$ cat src/design/rx_desc_params.svh
// constants for the receive descriptor status word engine
// assumes 16-bit host memory words and a byte-addressed 24-bit host space
`ifndef RX_DESC_PARAMS_SVH
`define RX_DESC_PARAMS_SVH

// bit positions inside descriptor word 1
`define RXD_OWN_BIT      15
`define RXD_ERR_BIT      14
`define RXD_FRM_BIT      13
`define RXD_OVR_BIT      12
`define RXD_CRC_BIT      11
`define RXD_BUF_BIT      10
`define RXD_FIRST_BIT    9
`define RXD_LAST_BIT     8
`define RXD_HIGH_MSB     7

// byte offsets of the words inside one 8-byte entry
`define RXD_WORD0_OFF    3'h0
`define RXD_WORD1_OFF    3'h2
`define RXD_WORD3_OFF    3'h6

// register byte offsets on the slave bus
`define REG_CTRL         5'h00
`define REG_RING_BASE    5'h04
`define REG_IRQ_STATUS   5'h08
`define REG_IRQ_ENABLE   5'h0C
`define REG_IRQ_CLEAR    5'h10
`define REG_POSITION     5'h14

// control register fields
`define CTRL_ENABLE_BIT  0
`define CTRL_POLL_BIT    1
`define CTRL_LEN_LSB     4
`define CTRL_LEN_MSB     6

// interrupt status bits
`define IRQ_PACKET_BIT   0
`define IRQ_ERROR_BIT    1
`define IRQ_STALL_BIT    2

// reset values and timing
`define CTRL_RESET       8'h00
`define RING_BASE_RESET  24'h000000
`define IRQ_RESET        3'h0
`define RXD_POLL_CYCLES  1024

`endif

$ cat src/design/rx_desc_pkg.sv
// types shared by the receive descriptor engine
// assumes nothing beyond the parameter header
package rx_desc_pkg;
	typedef enum logic [2:0] {
		ST_IDLE,
		ST_RD_W1,
		ST_RD_W0,
		ST_WAIT_RX,
		ST_RD_NEXT,
		ST_WR_CNT,
		ST_BUILD,
		ST_WR_STAT
	} state_e;
	typedef logic [23:0] addr_t;
endpackage

$ cat src/design/status_word_if.sv
// carries packet status flags to the word former and the formed word back
// assumes both ends sit in the same clock domain
`timescale 1ns/1ps
interface status_word_if;
	logic        crc_error;
	logic        misaligned;
	logic        overflow;
	logic        buffer_error;
	logic        first;
	logic        last;
	logic [7:0]  high;
	logic [15:0] word;
	modport producer (output crc_error, misaligned, overflow, buffer_error, first, last,
		high, input word);
	modport former (input crc_error, misaligned, overflow, buffer_error, first, last,
		high, output word);
endinterface

$ cat src/design/rx_descriptor_ring.sv
// receive descriptor ring engine: fetches, fills and hands back entries
// assumes a host memory port holding each request until mem_ack, and an
// avalon-mm master that holds each access until waitrequest is low
//
// The placing of the registers and the Avalon-MM slave port were chosen for this implementation.
`timescale 1ns/1ps
`include "rx_desc_params.svh"

// What the descriptor rules ask of this block and of software
// RQ1 - owner bit 15 set means ours; clear it once the buffer is filled
// RQ2 - software sets owner back to one only after emptying the buffer
// RQ3 - whoever gave up an entry leaves all four words alone until returned
// RQ4 - error summary bit 14 is the or of framing, overflow, crc, buffer
// RQ5 - only we set status bits, only software clears them
// RQ6 - framing bit 13 only when crc failed and length was not whole bytes
// RQ7 - overflow bit 12 when the receive fifo overflowed and data was lost
// RQ8 - crc bit 11 when the frame check sequence mismatched, else zero
// RQ9 - buffer bit 10 when chaining finds next entry not ours or too late
// RQ10 - first-buffer bit 9 set only in the first buffer of a packet
// RQ11 - last-buffer bit 8 set only in the last buffer of a packet
// RQ12 - a packet in one buffer gets both first and last bits
// RQ13 - buffer address is high byte of word 1 joined to the low half
// RQ14 - the high pointer byte is written back unchanged with the status
// RQ15 - low pointer half comes from word 0 and is never written
// RQ16 - byte count is written only for error-free last buffers
// RQ17 - look at most one entry ahead of the current one
// RQ18 - status and cleared owner bit go out in one single word write
module rx_descriptor_ring #(
	parameter int POLL_CYCLES = `RXD_POLL_CYCLES
) (
	input  wire logic        clk,
	input  wire logic        resetn,
	input  wire logic [4:0]  avs_address,
	input  wire logic        avs_read,
	input  wire logic        avs_write,
	input  wire logic [31:0] avs_writedata,
	output logic      [31:0] avs_readdata,
	output logic             avs_waitrequest,
	output logic             irq,
	output logic             mem_req,
	output logic             mem_write,
	output logic      [23:0] mem_addr,
	output logic      [15:0] mem_wdata,
	input  wire logic [15:0] mem_rdata,
	input  wire logic        mem_ack,
	output logic             buf_valid,
	output logic      [23:0] buf_addr,
	input  wire logic        rx_chain,
	input  wire logic        rx_end,
	input  wire logic        rx_crc_error,
	input  wire logic        rx_misaligned,
	input  wire logic        rx_fifo_overflow,
	input  wire logic [11:0] rx_byte_count,
	output logic             rx_abort
);
	logic                  rst_n;
	status_word_if         sw ();

	// bus slave state
	logic                  bus_ack;
	logic                  next_bus_ack;
	logic [31:0]           next_readdata;
	logic [7:0]            ctrl;
	logic [7:0]            next_ctrl;
	rx_desc_pkg::addr_t    ring_base;
	rx_desc_pkg::addr_t    next_ring_base;
	logic [2:0]            irq_status;
	logic [2:0]            next_irq_status;
	logic [2:0]            irq_enable;
	logic [2:0]            next_irq_enable;
	logic                  poll_demand;
	logic                  next_poll_demand;

	// engine state
	rx_desc_pkg::state_e   state;
	rx_desc_pkg::state_e   next_state;
	logic [6:0]            idx;
	logic [6:0]            next_idx;
	logic [7:0]            high;
	logic [7:0]            next_high;
	logic [7:0]            ahead_high;
	logic [7:0]            next_ahead_high;
	logic [15:0]           low;
	logic [15:0]           next_low;
	logic                  first;
	logic                  next_first;
	logic                  last;
	logic                  next_last;
	logic                  crc;
	logic                  next_crc;
	logic                  misal;
	logic                  next_misal;
	logic                  fifo_overflow_flag;
	logic                  next_ovr;
	logic                  buf_err;
	logic                  next_buf_err;
	logic                  chain_go;
	logic                  next_chain_go;
	logic                  next_mem_write;
	logic [23:0]           next_mem_addr;
	logic [15:0]           next_mem_wdata;
	logic                  next_rx_abort;
	logic [2:0]            irq_set;
	logic [15:0]           poll_cnt;
	logic [15:0]           next_poll_cnt;
	logic                  poll_tick;
	logic [6:0]            ring_mask;
	logic [6:0]            idx_next_entry;
	logic                  access;
	logic                  wr_ok;

	reset_sync u_reset_sync (
		.clk    (clk),
		.resetn (resetn),
		.rst_n  (rst_n)
	);

	status_word_former u_former (
		.sw (sw.former)
	);

	assign sw.crc_error    = crc; // RQ8
	assign sw.misaligned   = misal;
	assign sw.overflow     = fifo_overflow_flag; // RQ7
	assign sw.buffer_error = buf_err; // RQ9
	assign sw.first        = first; // RQ10
	assign sw.last         = last; // RQ11
	assign sw.high         = high; // RQ14

	function automatic rx_desc_pkg::addr_t entry_addr(input logic [23:0] base,
		input logic [6:0] i, input logic [2:0] off);
		entry_addr = base + {14'h0000, i, 3'h0} + {21'h000000, off};
	endfunction

	// ring length is a power of two up to 128 entries
	always_comb begin
		ring_mask      = 7'((8'h01 << ctrl[`CTRL_LEN_MSB:`CTRL_LEN_LSB]) - 8'h01);
		idx_next_entry = (idx + 7'h01) & ring_mask; // RQ17
	end

	// ---------------- bus slave: one wait cycle, then answer
	assign access          = avs_read | avs_write;
	assign avs_waitrequest = access & ~bus_ack;
	assign wr_ok           = avs_write & bus_ack;
	assign irq             = |(irq_status & irq_enable);

	always_comb begin
		next_bus_ack     = access & ~bus_ack;
		next_readdata    = avs_readdata;
		next_ctrl        = ctrl;
		next_ring_base   = ring_base;
		next_irq_enable  = irq_enable;
		next_poll_demand = poll_demand;
		if (avs_read & ~bus_ack) begin
			case (avs_address)
				`REG_CTRL:       next_readdata = {24'h000000, ctrl};
				`REG_RING_BASE:  next_readdata = {8'h00, ring_base};
				`REG_IRQ_STATUS: next_readdata = {29'h00000000, irq_status};
				`REG_IRQ_ENABLE: next_readdata = {29'h00000000, irq_enable};
				`REG_POSITION:   next_readdata = {20'h00000, state != rx_desc_pkg::ST_IDLE,
					4'h0, idx};
				default:         next_readdata = 32'h00000000;
			endcase
		end
		if (state == rx_desc_pkg::ST_RD_W1)
			next_poll_demand = 1'b0;
		if (wr_ok) begin
			case (avs_address)
				`REG_CTRL: begin
					next_ctrl        = avs_writedata[7:0] & 8'h71;
					next_poll_demand = avs_writedata[`CTRL_POLL_BIT];
				end
				`REG_RING_BASE:  next_ring_base  = {avs_writedata[23:3], 3'h0};
				`REG_IRQ_ENABLE: next_irq_enable = avs_writedata[2:0];
				default: ;
			endcase
		end
		// a new event in the clearing cycle stays set
		next_irq_status = irq_status & ~((wr_ok && avs_address == `REG_IRQ_CLEAR) ?
			avs_writedata[2:0] : 3'h0);
		next_irq_status = next_irq_status | irq_set;
	end

	always_ff @(posedge clk or negedge rst_n) begin
		if (!rst_n) begin
			bus_ack      <= 1'b0;
			avs_readdata <= 32'h00000000;
			ctrl         <= `CTRL_RESET;
			ring_base    <= `RING_BASE_RESET;
			irq_status   <= `IRQ_RESET;
			irq_enable   <= `IRQ_RESET;
			poll_demand  <= 1'b0;
		end else begin
			bus_ack      <= next_bus_ack;
			avs_readdata <= next_readdata;
			ctrl         <= next_ctrl;
			ring_base    <= next_ring_base;
			irq_status   <= next_irq_status;
			irq_enable   <= next_irq_enable;
			poll_demand  <= next_poll_demand;
		end
	end

	// ---------------- descriptor engine
	// a stalled ring is re-polled on a slow tick instead of hammering memory
	assign poll_tick = (poll_cnt == 16'(POLL_CYCLES - 1));
	assign mem_req   = (state == rx_desc_pkg::ST_RD_W1) || (state == rx_desc_pkg::ST_RD_W0) ||
		(state == rx_desc_pkg::ST_RD_NEXT) || (state == rx_desc_pkg::ST_WR_CNT) ||
		(state == rx_desc_pkg::ST_WR_STAT);
	assign buf_valid = (state == rx_desc_pkg::ST_WAIT_RX);
	assign buf_addr  = {high, low}; // RQ13

	always_comb begin
		next_state      = state;
		next_idx        = idx;
		next_high       = high;
		next_ahead_high = ahead_high;
		next_low        = low;
		next_first      = first;
		next_last       = last;
		next_crc        = crc;
		next_misal      = misal;
		next_ovr        = fifo_overflow_flag;
		next_buf_err    = buf_err;
		next_chain_go   = chain_go;
		next_mem_write  = mem_write;
		next_mem_addr   = mem_addr;
		next_mem_wdata  = mem_wdata;
		next_rx_abort   = 1'b0;
		irq_set         = 3'h0;
		next_poll_cnt   = poll_tick ? 16'h0000 : poll_cnt + 16'h0001;
		if ((state == rx_desc_pkg::ST_WAIT_RX || state == rx_desc_pkg::ST_RD_NEXT) &&
			rx_fifo_overflow)
			next_ovr = 1'b1; // RQ7
		case (state)
			rx_desc_pkg::ST_IDLE: begin
				if (ctrl[`CTRL_ENABLE_BIT] && (poll_tick || poll_demand)) begin
					next_mem_write = 1'b0;
					next_mem_addr  = entry_addr(ring_base, idx, `RXD_WORD1_OFF);
					next_state     = rx_desc_pkg::ST_RD_W1;
				end
			end
			rx_desc_pkg::ST_RD_W1: begin
				if (mem_ack) begin
					if (!mem_rdata[`RXD_OWN_BIT]) begin // RQ3
						irq_set[`IRQ_STALL_BIT] = 1'b1;
						next_state = rx_desc_pkg::ST_IDLE;
					end else begin
						next_high     = mem_rdata[`RXD_HIGH_MSB:0]; // RQ13
						next_mem_addr = entry_addr(ring_base, idx, `RXD_WORD0_OFF);
						next_state    = rx_desc_pkg::ST_RD_W0;
					end
				end
			end
			rx_desc_pkg::ST_RD_W0: begin
				if (mem_ack) begin
					next_low   = mem_rdata; // RQ15
					next_state = rx_desc_pkg::ST_WAIT_RX;
				end
			end
			rx_desc_pkg::ST_WAIT_RX: begin
				if (rx_end) begin
					next_last  = 1'b1; // RQ11
					next_crc   = rx_crc_error; // RQ8
					next_misal = rx_misaligned; // RQ6
					next_chain_go = 1'b0;
					if (!rx_crc_error && !fifo_overflow_flag && !rx_fifo_overflow && !buf_err) begin
						next_mem_write = 1'b1;
						next_mem_addr  = entry_addr(ring_base, idx, `RXD_WORD3_OFF);
						next_mem_wdata = {4'h0, rx_byte_count}; // RQ16
						next_state     = rx_desc_pkg::ST_WR_CNT;
					end else begin
						next_state = rx_desc_pkg::ST_BUILD;
					end
				end else if (rx_chain) begin
					next_mem_write = 1'b0;
					next_mem_addr  = entry_addr(ring_base, idx_next_entry, `RXD_WORD1_OFF); // RQ17
					next_state     = rx_desc_pkg::ST_RD_NEXT;
				end
			end
			rx_desc_pkg::ST_RD_NEXT: begin
				if (mem_ack) begin
					if (mem_rdata[`RXD_OWN_BIT] && !rx_fifo_overflow && !fifo_overflow_flag) begin
						next_ahead_high = mem_rdata[`RXD_HIGH_MSB:0];
						next_last       = 1'b0; // RQ11
						next_chain_go   = 1'b1;
					end else begin
						// chaining failed: this buffer closes the packet
						next_buf_err  = 1'b1; // RQ9
						next_last     = 1'b1;
						next_chain_go = 1'b0;
						next_rx_abort = 1'b1;
					end
					next_state = rx_desc_pkg::ST_BUILD;
				end
			end
			rx_desc_pkg::ST_WR_CNT: begin
				if (mem_ack)
					next_state = rx_desc_pkg::ST_BUILD;
			end
			rx_desc_pkg::ST_BUILD: begin
				next_mem_write = 1'b1;
				next_mem_addr  = entry_addr(ring_base, idx, `RXD_WORD1_OFF);
				next_mem_wdata = sw.word; // RQ18
				next_state     = rx_desc_pkg::ST_WR_STAT;
			end
			rx_desc_pkg::ST_WR_STAT: begin
				if (mem_ack) begin
					next_idx = idx_next_entry;
					if (chain_go) begin
						next_high      = ahead_high;
						next_first     = 1'b0; // RQ10
						next_mem_write = 1'b0;
						next_mem_addr  = entry_addr(ring_base, idx_next_entry, `RXD_WORD0_OFF);
						next_state     = rx_desc_pkg::ST_RD_W0;
					end else begin
						irq_set[`IRQ_PACKET_BIT] = 1'b1;
						irq_set[`IRQ_ERROR_BIT]  = mem_wdata[`RXD_ERR_BIT];
						next_first   = 1'b1; // RQ12
						next_last    = 1'b0;
						next_crc     = 1'b0;
						next_misal   = 1'b0;
						next_ovr     = 1'b0;
						next_buf_err = 1'b0;
						next_mem_write = 1'b0;
						next_mem_addr  = entry_addr(ring_base, idx_next_entry, `RXD_WORD1_OFF);
						next_state = ctrl[`CTRL_ENABLE_BIT] ? rx_desc_pkg::ST_RD_W1 :
							rx_desc_pkg::ST_IDLE;
					end
				end
			end
			default: next_state = rx_desc_pkg::ST_IDLE;
		endcase
	end

	always_ff @(posedge clk or negedge rst_n) begin
		if (!rst_n) begin
			state      <= rx_desc_pkg::ST_IDLE;
			idx        <= 7'h00;
			high       <= 8'h00;
			ahead_high <= 8'h00;
			low        <= 16'h0000;
			first      <= 1'b1;
			last       <= 1'b0;
			crc        <= 1'b0;
			misal      <= 1'b0;
			fifo_overflow_flag        <= 1'b0;
			buf_err    <= 1'b0;
			chain_go   <= 1'b0;
			mem_write  <= 1'b0;
			mem_addr   <= 24'h000000;
			mem_wdata  <= 16'h0000;
			rx_abort   <= 1'b0;
			poll_cnt   <= 16'h0000;
		end else begin
			state      <= next_state;
			idx        <= next_idx;
			high       <= next_high;
			ahead_high <= next_ahead_high;
			low        <= next_low;
			first      <= next_first;
			last       <= next_last;
			crc        <= next_crc;
			misal      <= next_misal;
			fifo_overflow_flag        <= next_ovr;
			buf_err    <= next_buf_err;
			chain_go   <= next_chain_go;
			mem_write  <= next_mem_write;
			mem_addr   <= next_mem_addr;
			mem_wdata  <= next_mem_wdata;
			rx_abort   <= next_rx_abort;
			poll_cnt   <= next_poll_cnt;
		end
	end

	// ---------------- checks
	owner_clear_a: assert property (@(posedge clk) disable iff (!rst_n) // RQ1
		state == rx_desc_pkg::ST_BUILD |=> mem_write && !mem_wdata[`RXD_OWN_BIT]
		&& mem_addr[2:0] == (ring_base[2:0] + `RXD_WORD1_OFF))
		else $error("status write does not hand the entry back");
	err_summary_a: assert property (@(posedge clk) disable iff (!rst_n) // RQ4
		state == rx_desc_pkg::ST_WR_STAT |->
		mem_wdata[`RXD_ERR_BIT] == (|mem_wdata[`RXD_FRM_BIT:`RXD_BUF_BIT]))
		else $error("error summary disagrees with the error bits");
	framing_crc_a: assert property (@(posedge clk) disable iff (!rst_n) // RQ6
		state == rx_desc_pkg::ST_WR_STAT |->
		mem_wdata[`RXD_FRM_BIT] == (crc && misal))
		else $error("framing bit without a crc failure");
	high_keep_a: assert property (@(posedge clk) disable iff (!rst_n) // RQ14
		state == rx_desc_pkg::ST_WR_STAT |-> mem_wdata[`RXD_HIGH_MSB:0] == high)
		else $error("high pointer byte changed on write back");
	count_good_a: assert property (@(posedge clk) disable iff (!rst_n) // RQ16
		state == rx_desc_pkg::ST_WR_CNT |-> last && !crc && !fifo_overflow_flag && !buf_err)
		else $error("byte count written for a bad or middle buffer");
	look_ahead_a: assert property (@(posedge clk) disable iff (!rst_n) // RQ17
		state == rx_desc_pkg::ST_RD_NEXT |->
		mem_addr == entry_addr(ring_base, idx_next_entry, `RXD_WORD1_OFF))
		else $error("look-ahead went beyond the next entry");
	buffer_addr_a: assert property (@(posedge clk) disable iff (!rst_n) // RQ13
		$rose(buf_valid) |-> buf_addr == {high, $past(mem_rdata)})
		else $error("buffer address not formed from both pointer halves");
	single_buffer_a: assert property (@(posedge clk) disable iff (!rst_n) // RQ12
		state == rx_desc_pkg::ST_WR_STAT && first && last |->
		mem_wdata[`RXD_FIRST_BIT] && mem_wdata[`RXD_LAST_BIT])
		else $error("single buffer packet lacks first or last mark");
	first_mark_a: assert property (@(posedge clk) disable iff (!rst_n) // RQ10
		state == rx_desc_pkg::ST_WR_STAT && mem_ack && chain_go |=>
		##[1:1000] state == rx_desc_pkg::ST_WR_STAT && !mem_wdata[`RXD_FIRST_BIT])
		else $error("later buffer of a packet marked as first");
	no_word0_write_a: assert property (@(posedge clk) disable iff (!rst_n) // RQ15
		mem_req && mem_write |-> mem_addr[2:0] != (ring_base[2:0] + `RXD_WORD0_OFF))
		else $error("low pointer word was written");
endmodule // rx_descriptor_ring

$ cat src/design/reset_sync.sv
// two-stage release of the asynchronous active-low reset
// assumes resetn may fall at any time and rises asynchronously
`timescale 1ns/1ps
module reset_sync (
	input  wire logic clk,
	input  wire logic resetn,
	output logic      rst_n
);
	logic meta;

	always_ff @(posedge clk or negedge resetn) begin
		if (!resetn) begin
			meta  <= 1'b0;
			rst_n <= 1'b0;
		end else begin
			meta  <= 1'b1;
			rst_n <= meta;
		end
	end
endmodule // reset_sync

$ cat src/design/status_word_former.sv
// builds descriptor word 1 from the packet flags, owner bit always cleared
// assumes registered inputs; output is combinational
`timescale 1ns/1ps
module status_word_former (
	status_word_if.former sw
);
	logic framing_error_flag;
	logic err;

	always_comb begin
		framing_error_flag = sw.crc_error & sw.misaligned; // RQ6
		err = framing_error_flag | sw.overflow | sw.crc_error | sw.buffer_error; // RQ4
		sw.word = {1'b0, err, framing_error_flag, sw.overflow, sw.crc_error, sw.buffer_error,
			sw.first, sw.last, sw.high}; // RQ1 RQ5
	end
endmodule // status_word_former

$ cat config.mk
export PLATFORM = sky130hd
export DESIGN_NAME = rx_descriptor_ring
export DESIGN_NICKNAME = d
export VERILOG_FILES = /design/src/design/rx_desc_pkg.sv /design/src/design/status_word_if.sv /design/src/design/rx_descriptor_ring.sv /design/src/design/reset_sync.sv /design/src/design/status_word_former.sv
export VERILOG_INCLUDE_DIRS = /design/src /design/src/design
export SDC_FILE = /design/constraint.sdc
export NUM_CORES = 1
export LEC_CHECK = 0
export BUFFER_PORTS_ARGS = -buffer_cell sky130_fd_sc_hd__buf_2
export CORE_MARGIN = 5
export CORE_UTILIZATION = 25
export DETAILED_ROUTE_END_ITERATION = 12
export PLACE_DENSITY = 0.41
export SYNTH_ARGS = -nofsm -noshare
export SYNTH_HDL_FRONTEND = slang
export SYNTH_SLANG_ARGS = --single-unit
export TNS_END_PERCENT = 5
$ cat constraint.sdc
create_clock -name clk -period 5.6 [get_ports clk]
set_input_delay 1.12 -clock clk [delete_from_list [all_inputs] [get_ports clk]]
set_output_delay 1.12 -clock clk [all_outputs]
set_load 0.01 [all_outputs]
# --- After elaboration in Yosys (flattened, before gate mapping) ---
# Index checks and enable logic that the tools add are counted.
totals:
  ff_bits: 174
  in_bits: 75
  out_inout_bits: 102
op_classes:
  n_addsub: 8
  eq_ne: 27
  shifts: 1
  mux: 71
  bitwise_logic: 14
  reduce_logical: 46
op_table:
  columns: ["cell", "n"]
  rows:
  - ["24-bit one-hot mux with 5 select lines", 2]
  - ["24-bit two-way mux", 8]
  - ["24-bit by 10-bit adder with 24-bit output", 2]
  - ["24-bit by 2-bit adder with 24-bit output (second input constant)", 2]
  - ["16-bit two-way mux", 3]
  - ["8-bit two-way mux", 4]
  - ["16-bit one-hot mux with 2 select lines", 1]
  - ["1-bit two-way mux", 31]
  - ["24-bit by 3-bit adder with 24-bit output (second input constant)", 1]
  - ["3-bit two-way mux", 8]
  - ["3-bit one-hot mux with 7 select lines", 1]
  - ["5-bit AND reduction", 4]
  - ["2-bit inequality test (second input constant)", 9]
  - ["16-bit by 1-bit adder with 16-bit output (second input constant)", 1]
  - ["16-bit by 10-bit == test with 1-bit output (second input constant)", 1]
  - ["8-bit one-hot mux with 2 select lines", 1]
  - ["3-bit == test (second input constant)", 4]
  - ["2-bit two-way mux", 6]
  - ["5-bit by 4-bit == test with 1-bit output (second input constant)", 2]
  - ["5-bit == test (second input constant)", 2]
  - ["2-bit AND reduction", 5]
  - ["2-bit nonzero test", 5]
  - ["3-bit AND reduction", 3]
  - ["1-bit logical AND", 8]
  - ["31 further kinds", 53]

# --- Logic depth before layout (Yosys ltp) ---
logic_depth:
  word_depth: 8
  ltp_mapped: 15

# --- By module ---
# Synthesis repeated with hierarchy kept, for this count alone.
hier_totals:
  cells_unflattened: 775
  hier_area_um2: 8401.8
modules_own_cells:
  columns: ["mod", "n_inst", "cells_each", "area_each_um2", "seq_area_each_um2"]
  rows:
  - ["rx_descriptor_ring", 1, 753, 8210.4, 4080.2]
  - ["status_word_former", 1, 19, 137.6, 0.0]
  - ["reset_sync", 1, 3, 53.8, 50.0]

# --- Least setup slack after synthesis ---
# No wires, ideal clock.
synth_path:
  kind: "reg2reg"
  startpoint: "register ctrl[6]"
  endpoint: "register mem_addr[20]"
  setup_time_ns: 0.132
  arrival_ns: 3.072
  required_ns: 5.468
  slack_ns: 2.396
  stages_incl_launch_ff: 14
  path_cell_list: "dfrtp_1 -> clkbuf_1 -> or3_1 -> ha_1 -> nor3b_1 -> o21bai_1 -> a21oi_1 -> ha_1 -> a211oi_1 -> nor2_1 -> a2111oi_2 -> clkbuf_1 -> or4_1 -> a31oi_1"
synth_between:
  elab_chain_cells: 8
  elab_cells_between_ends: 10
synth_rtl:
  columns: ["element", "line", "rtl"]
  rows:
  - ["from (decl)", "rx_descriptor_ring.sv:63", "logic [7:0] ctrl;"]
  - ["from (signal assigned)", "rx_descriptor_ring.sv:188", "ctrl <= `CTRL_RESET;"]
  - ["from (signal assigned)", "rx_descriptor_ring.sv:196", "ctrl <= next_ctrl;"]
  - ["1-bit by 3-bit left shift with 7-bit output (*)", "rx_descriptor_ring.sv:137", "ring_mask = 7'((8'h01 << ctrl[`CTRL_LEN_MSB:`CTRL_LEN_LSB]) - 8'h01);"]
  - ["7-bit by 1-bit subtractor with 7-bit output (*)", "rx_descriptor_ring.sv:137", null]
  - ["7-bit AND (*)", "rx_descriptor_ring.sv:138", "idx_next_entry = (idx + 7'h01) & ring_mask;"]
  - ["via idx_next_entry[4]", "rx_descriptor_ring.sv:108", "logic [6:0] idx_next_entry;"]
  - ["24-bit by 10-bit adder with 24-bit output (*)", "rx_descriptor_ring.sv:132", "entry_addr = base + {14'h0000, i, 3'h0} + {21'h000000, off};"]
  - ["24-bit by 2-bit adder with 24-bit output", "rx_descriptor_ring.sv:132", null]
  - ["24-bit two-way mux (on tied branches)", "rx_descriptor_ring.sv:310, rx_descriptor_ring.sv:275", null]
  - ["24-bit two-way mux (on tied branches)", "rx_descriptor_ring.sv:308, rx_descriptor_ring.sv:262", null]
  - ["24-bit one-hot mux with 5 select lines (*)", "rx_descriptor_ring.sv:235", "case (state)"]
  - ["to (signal assigned)", "rx_descriptor_ring.sv:369", "mem_addr <= next_mem_addr;"]
  - ["to (decl)", "rx_descriptor_ring.sv:42", "output logic [23:0] mem_addr,"]
# Mark *: on every way through the listed nets, which the timed path passes. The rest lies on a longest branch. The select of a mux whose other input is x is not followed.
# A chain may end at the register's enable or synchronous reset.

# --- Final worst setup path ---
layout_path:
  startpoint: "register ctrl[6]"
  endpoint: "register mem_addr[15]"
# Same word-level chain as after synthesis.

==> flow_metrics.tcl <==
set metrics [dict create \
    layout-drive-gt1-share_pct 30.0 \
    grt_pass1_vias 6576 \
    synth_area_leaders "dfrtp_1 49%, mux2_2 8.1%, mux2i_1 3.3%" \
    wire_per_inst_um 17.6 \
    num_rows 66 \
    status "complete, no violations" \
    cp.arrival_ns 4.12 \
    holdWs_ns 0.352 \
    ys_warn_count 0 \
    root_buffer "clkbuf_16" \
    setup_tns_ns 0 \
    cts_sinks 164 \
    max_slew_margin_pct 29.4 \
    finalHoldViolations 0 \
    ant_nets 0 \
    setup_slack_ns 1.83 \
    cts_setup_buffers 0 \
    startpoint "ctrl[6]" \
    synth.avg_cell_area_um2 10.8 \
    setup.worst_path.start_class "register" \
    synth_fa_ha_area_share_pct 3.06 \
    ys_seq_elements 164 \
    hold_path_startpoint "u_reset_sync.meta" \
    max-clock-path-buffers 2 \
    port_buffers 158 \
    synth-simple-area-share_pct 13.5 \
    insertion_delay_ns 0.43 \
    period_share_pct 67.3 \
    dp_slack_ns 1.82 \
    max_stage_delay_ns 0.83 \
    tightest_slew_ns 1.06 \
    holdPathStages 0 \
    synth_compound_area_share_pct 15.1 \
    grt_max_degree 109 \
    dp_hpwl_um 16900 \
    leakage_nw 4.73 \
    path_buf_inv 0 \
    crit_required_ns 5.95 \
    drc 0 \
    cp_cell_sequence "or3_1, ha_1, xor2_1, nor2_1, ha_1, a211oi_1, o21ai_0, a21oi_1, o41ai_1, a31oi_1" \
    synth_edf_count 0 \
    reg2reg_depth 10 \
    routed_wirelength_um 24100 \
    htreeDepth 4 \
    grt_overflow 0 \
    synth_mux_area_share_pct 11.7 \
    dieArea_um2 36700 \
    synth_area_um2 8250 \
    final_cells 1367 \
    cp-endpoint "mem_addr[15]" \
    area_growth_pct 22.0 \
    die_w_um 192 \
    clock.fmax_mhz 266 \
    cts.clk_slew.worst_paths_ns 0.07 \
    floorplan.initialDensity_pct 25.4 \
    r2r-end "mem_addr[15]" \
    cap_violations 0 \
    vias 6355 \
    numCtsBuffers 17 \
    ys_seq_area_share_pct 49.8 \
    path_common_cell "ha_1" \
    r2r_start "ctrl[6]" \
    endpoint_kind "register" \
    worst_path_max_delay_cell "a21oi_1" \
    yosysUniqueCellTypes 62 \
    crit_cells 10 \
    syn_inst 762 \
    synth_ff_type "dfrtp_1" \
    path_max_fanout 14 \
    setup_viol 0 \
    max-vdd-ir-drop_uv 184 \
    r2r_setup_slack_ns 1.83 \
    hp-class "reg2reg" \
    synth_top_cells_by_count "163 x dfrtp_1, 62 x nand2_1, 59 x mux2_2" \
    grt_first_pass_wirelength_um 38600 \
    cts.repair.resized 0 \
    firstDrtPassIters 4 \
    placedCellCount 1334 \
    synth_xor_area_share_pct 2.87 \
    finalCriticalPeriod_ns 3.77 \
    yosysMostFrequentCell "dfrtp_1" \
    die_h_um 192 \
    nets 1005 \
    synthArstFlopShare_pct 100 \
    core_um2 32500 \
    grt_usage_pct 13.4 \
    place.gp.congestion 0.762 \
    slew_viol_final 0 \
    utilization_pct 30.9 \
    crit_family "compound AO/OA/AOI/OAI gates" \
    holdBufCountCts 0 \
    rsz0062_at_grt "false" \
    fin_worst_skew_ns 0.0125 \
    powerDensity_nw_per_um2 460 \
    antenna_found_initial 0 \
    synth_top_family_by_area "compound AO/OA/AOI/OAI gates" \
    synth_top_area_cell "dfrtp_1" \
    synth_top_area_share_pct 49.4 \
    io_pins 177 \
    drt_iter0_markers 291 \
    viasPerCell 4.65 \
    crit_type "reg2reg" \
    cts_tree "built" \
]
[worst min path at each step]
stage | to
floorplan | u_reset_sync.rst_n
global placement | u_reset_sync.rst_n
detailed placement | u_reset_sync.rst_n
CTS | u_reset_sync.rst_n
global route | u_reset_sync.rst_n
finish | u_reset_sync.rst_n
[layout by cell type (no fill, tap or decap), types with 20 or more instances in the layout]
cell type / instances
dfrtp_1: 162
buf_2: 158
nand2_1: 62
mux2_2: 59
a21oi_1: 49
nor2_1: 43
o21ai_0: 39
mux2i_1: 27
nand3_1: 20
[sequential cells by signal (all words and copies together) (netlist names), 3 cells and up]
| signal | cells |
|---|---|
| irq_status | 3 |
| ahead_high | 8 |
| ctrl | 4 |
| irq_enable | 3 |
| high | 8 |
| ring_base | 21 |
| mem_wdata | 15 |
| low | 16 |
| avs_readdata | 24 |
| state | 3 |
| poll_cnt | 16 |
| mem_addr | 23 |
| idx | 7 |
[power by group]
group          switching [mW]  internal [mW]
Clock                   0.545          0.670
Sequential              0.295           1.52
Combinational           0.920          0.677
Total                    1.76           2.87
[layer usage]
layer	vias to the layer above	GRT usage [%]	wire length [um]
met1	3134	18.8	11800
met4	0	3.40	237
met5	-	0	0
met2	121	20.7	10900
met3	13	3.49	1110
li1	3087	-	-
[final cells by class]
class                           count  area [um^2]
Tap cell                          442          553
Timing Repair Buffer              168          878
Antenna cell                        1         2.50
Multi-Input combinational cell    547         3880
Clock buffer                       17          425
Inverter                           13         48.8
Sequential cell                   164         4110
Fill cell                        3444        22500
Clock inverter                     15          170
[metrics by stage]
step	power, mW	instance area [um^2]
detailed placement	3.49	9470
CTS	4.74	10100
global placement	3.47	9470
global route	4.99	10100
finish	4.63	10100
floorplan	2.89	8280
[kinds of logic after synthesis]
group / after synthesis
AO/OA/AOI/OAI: 191
XOR/XNOR: 27
adder cells (fa/ha/maj): 19
buffers and inverters: 60
flip-flops: 164
multiplexers: 88
other: 2
AND/OR/NAND/NOR: 211
(Power assumes the default switching activity.)
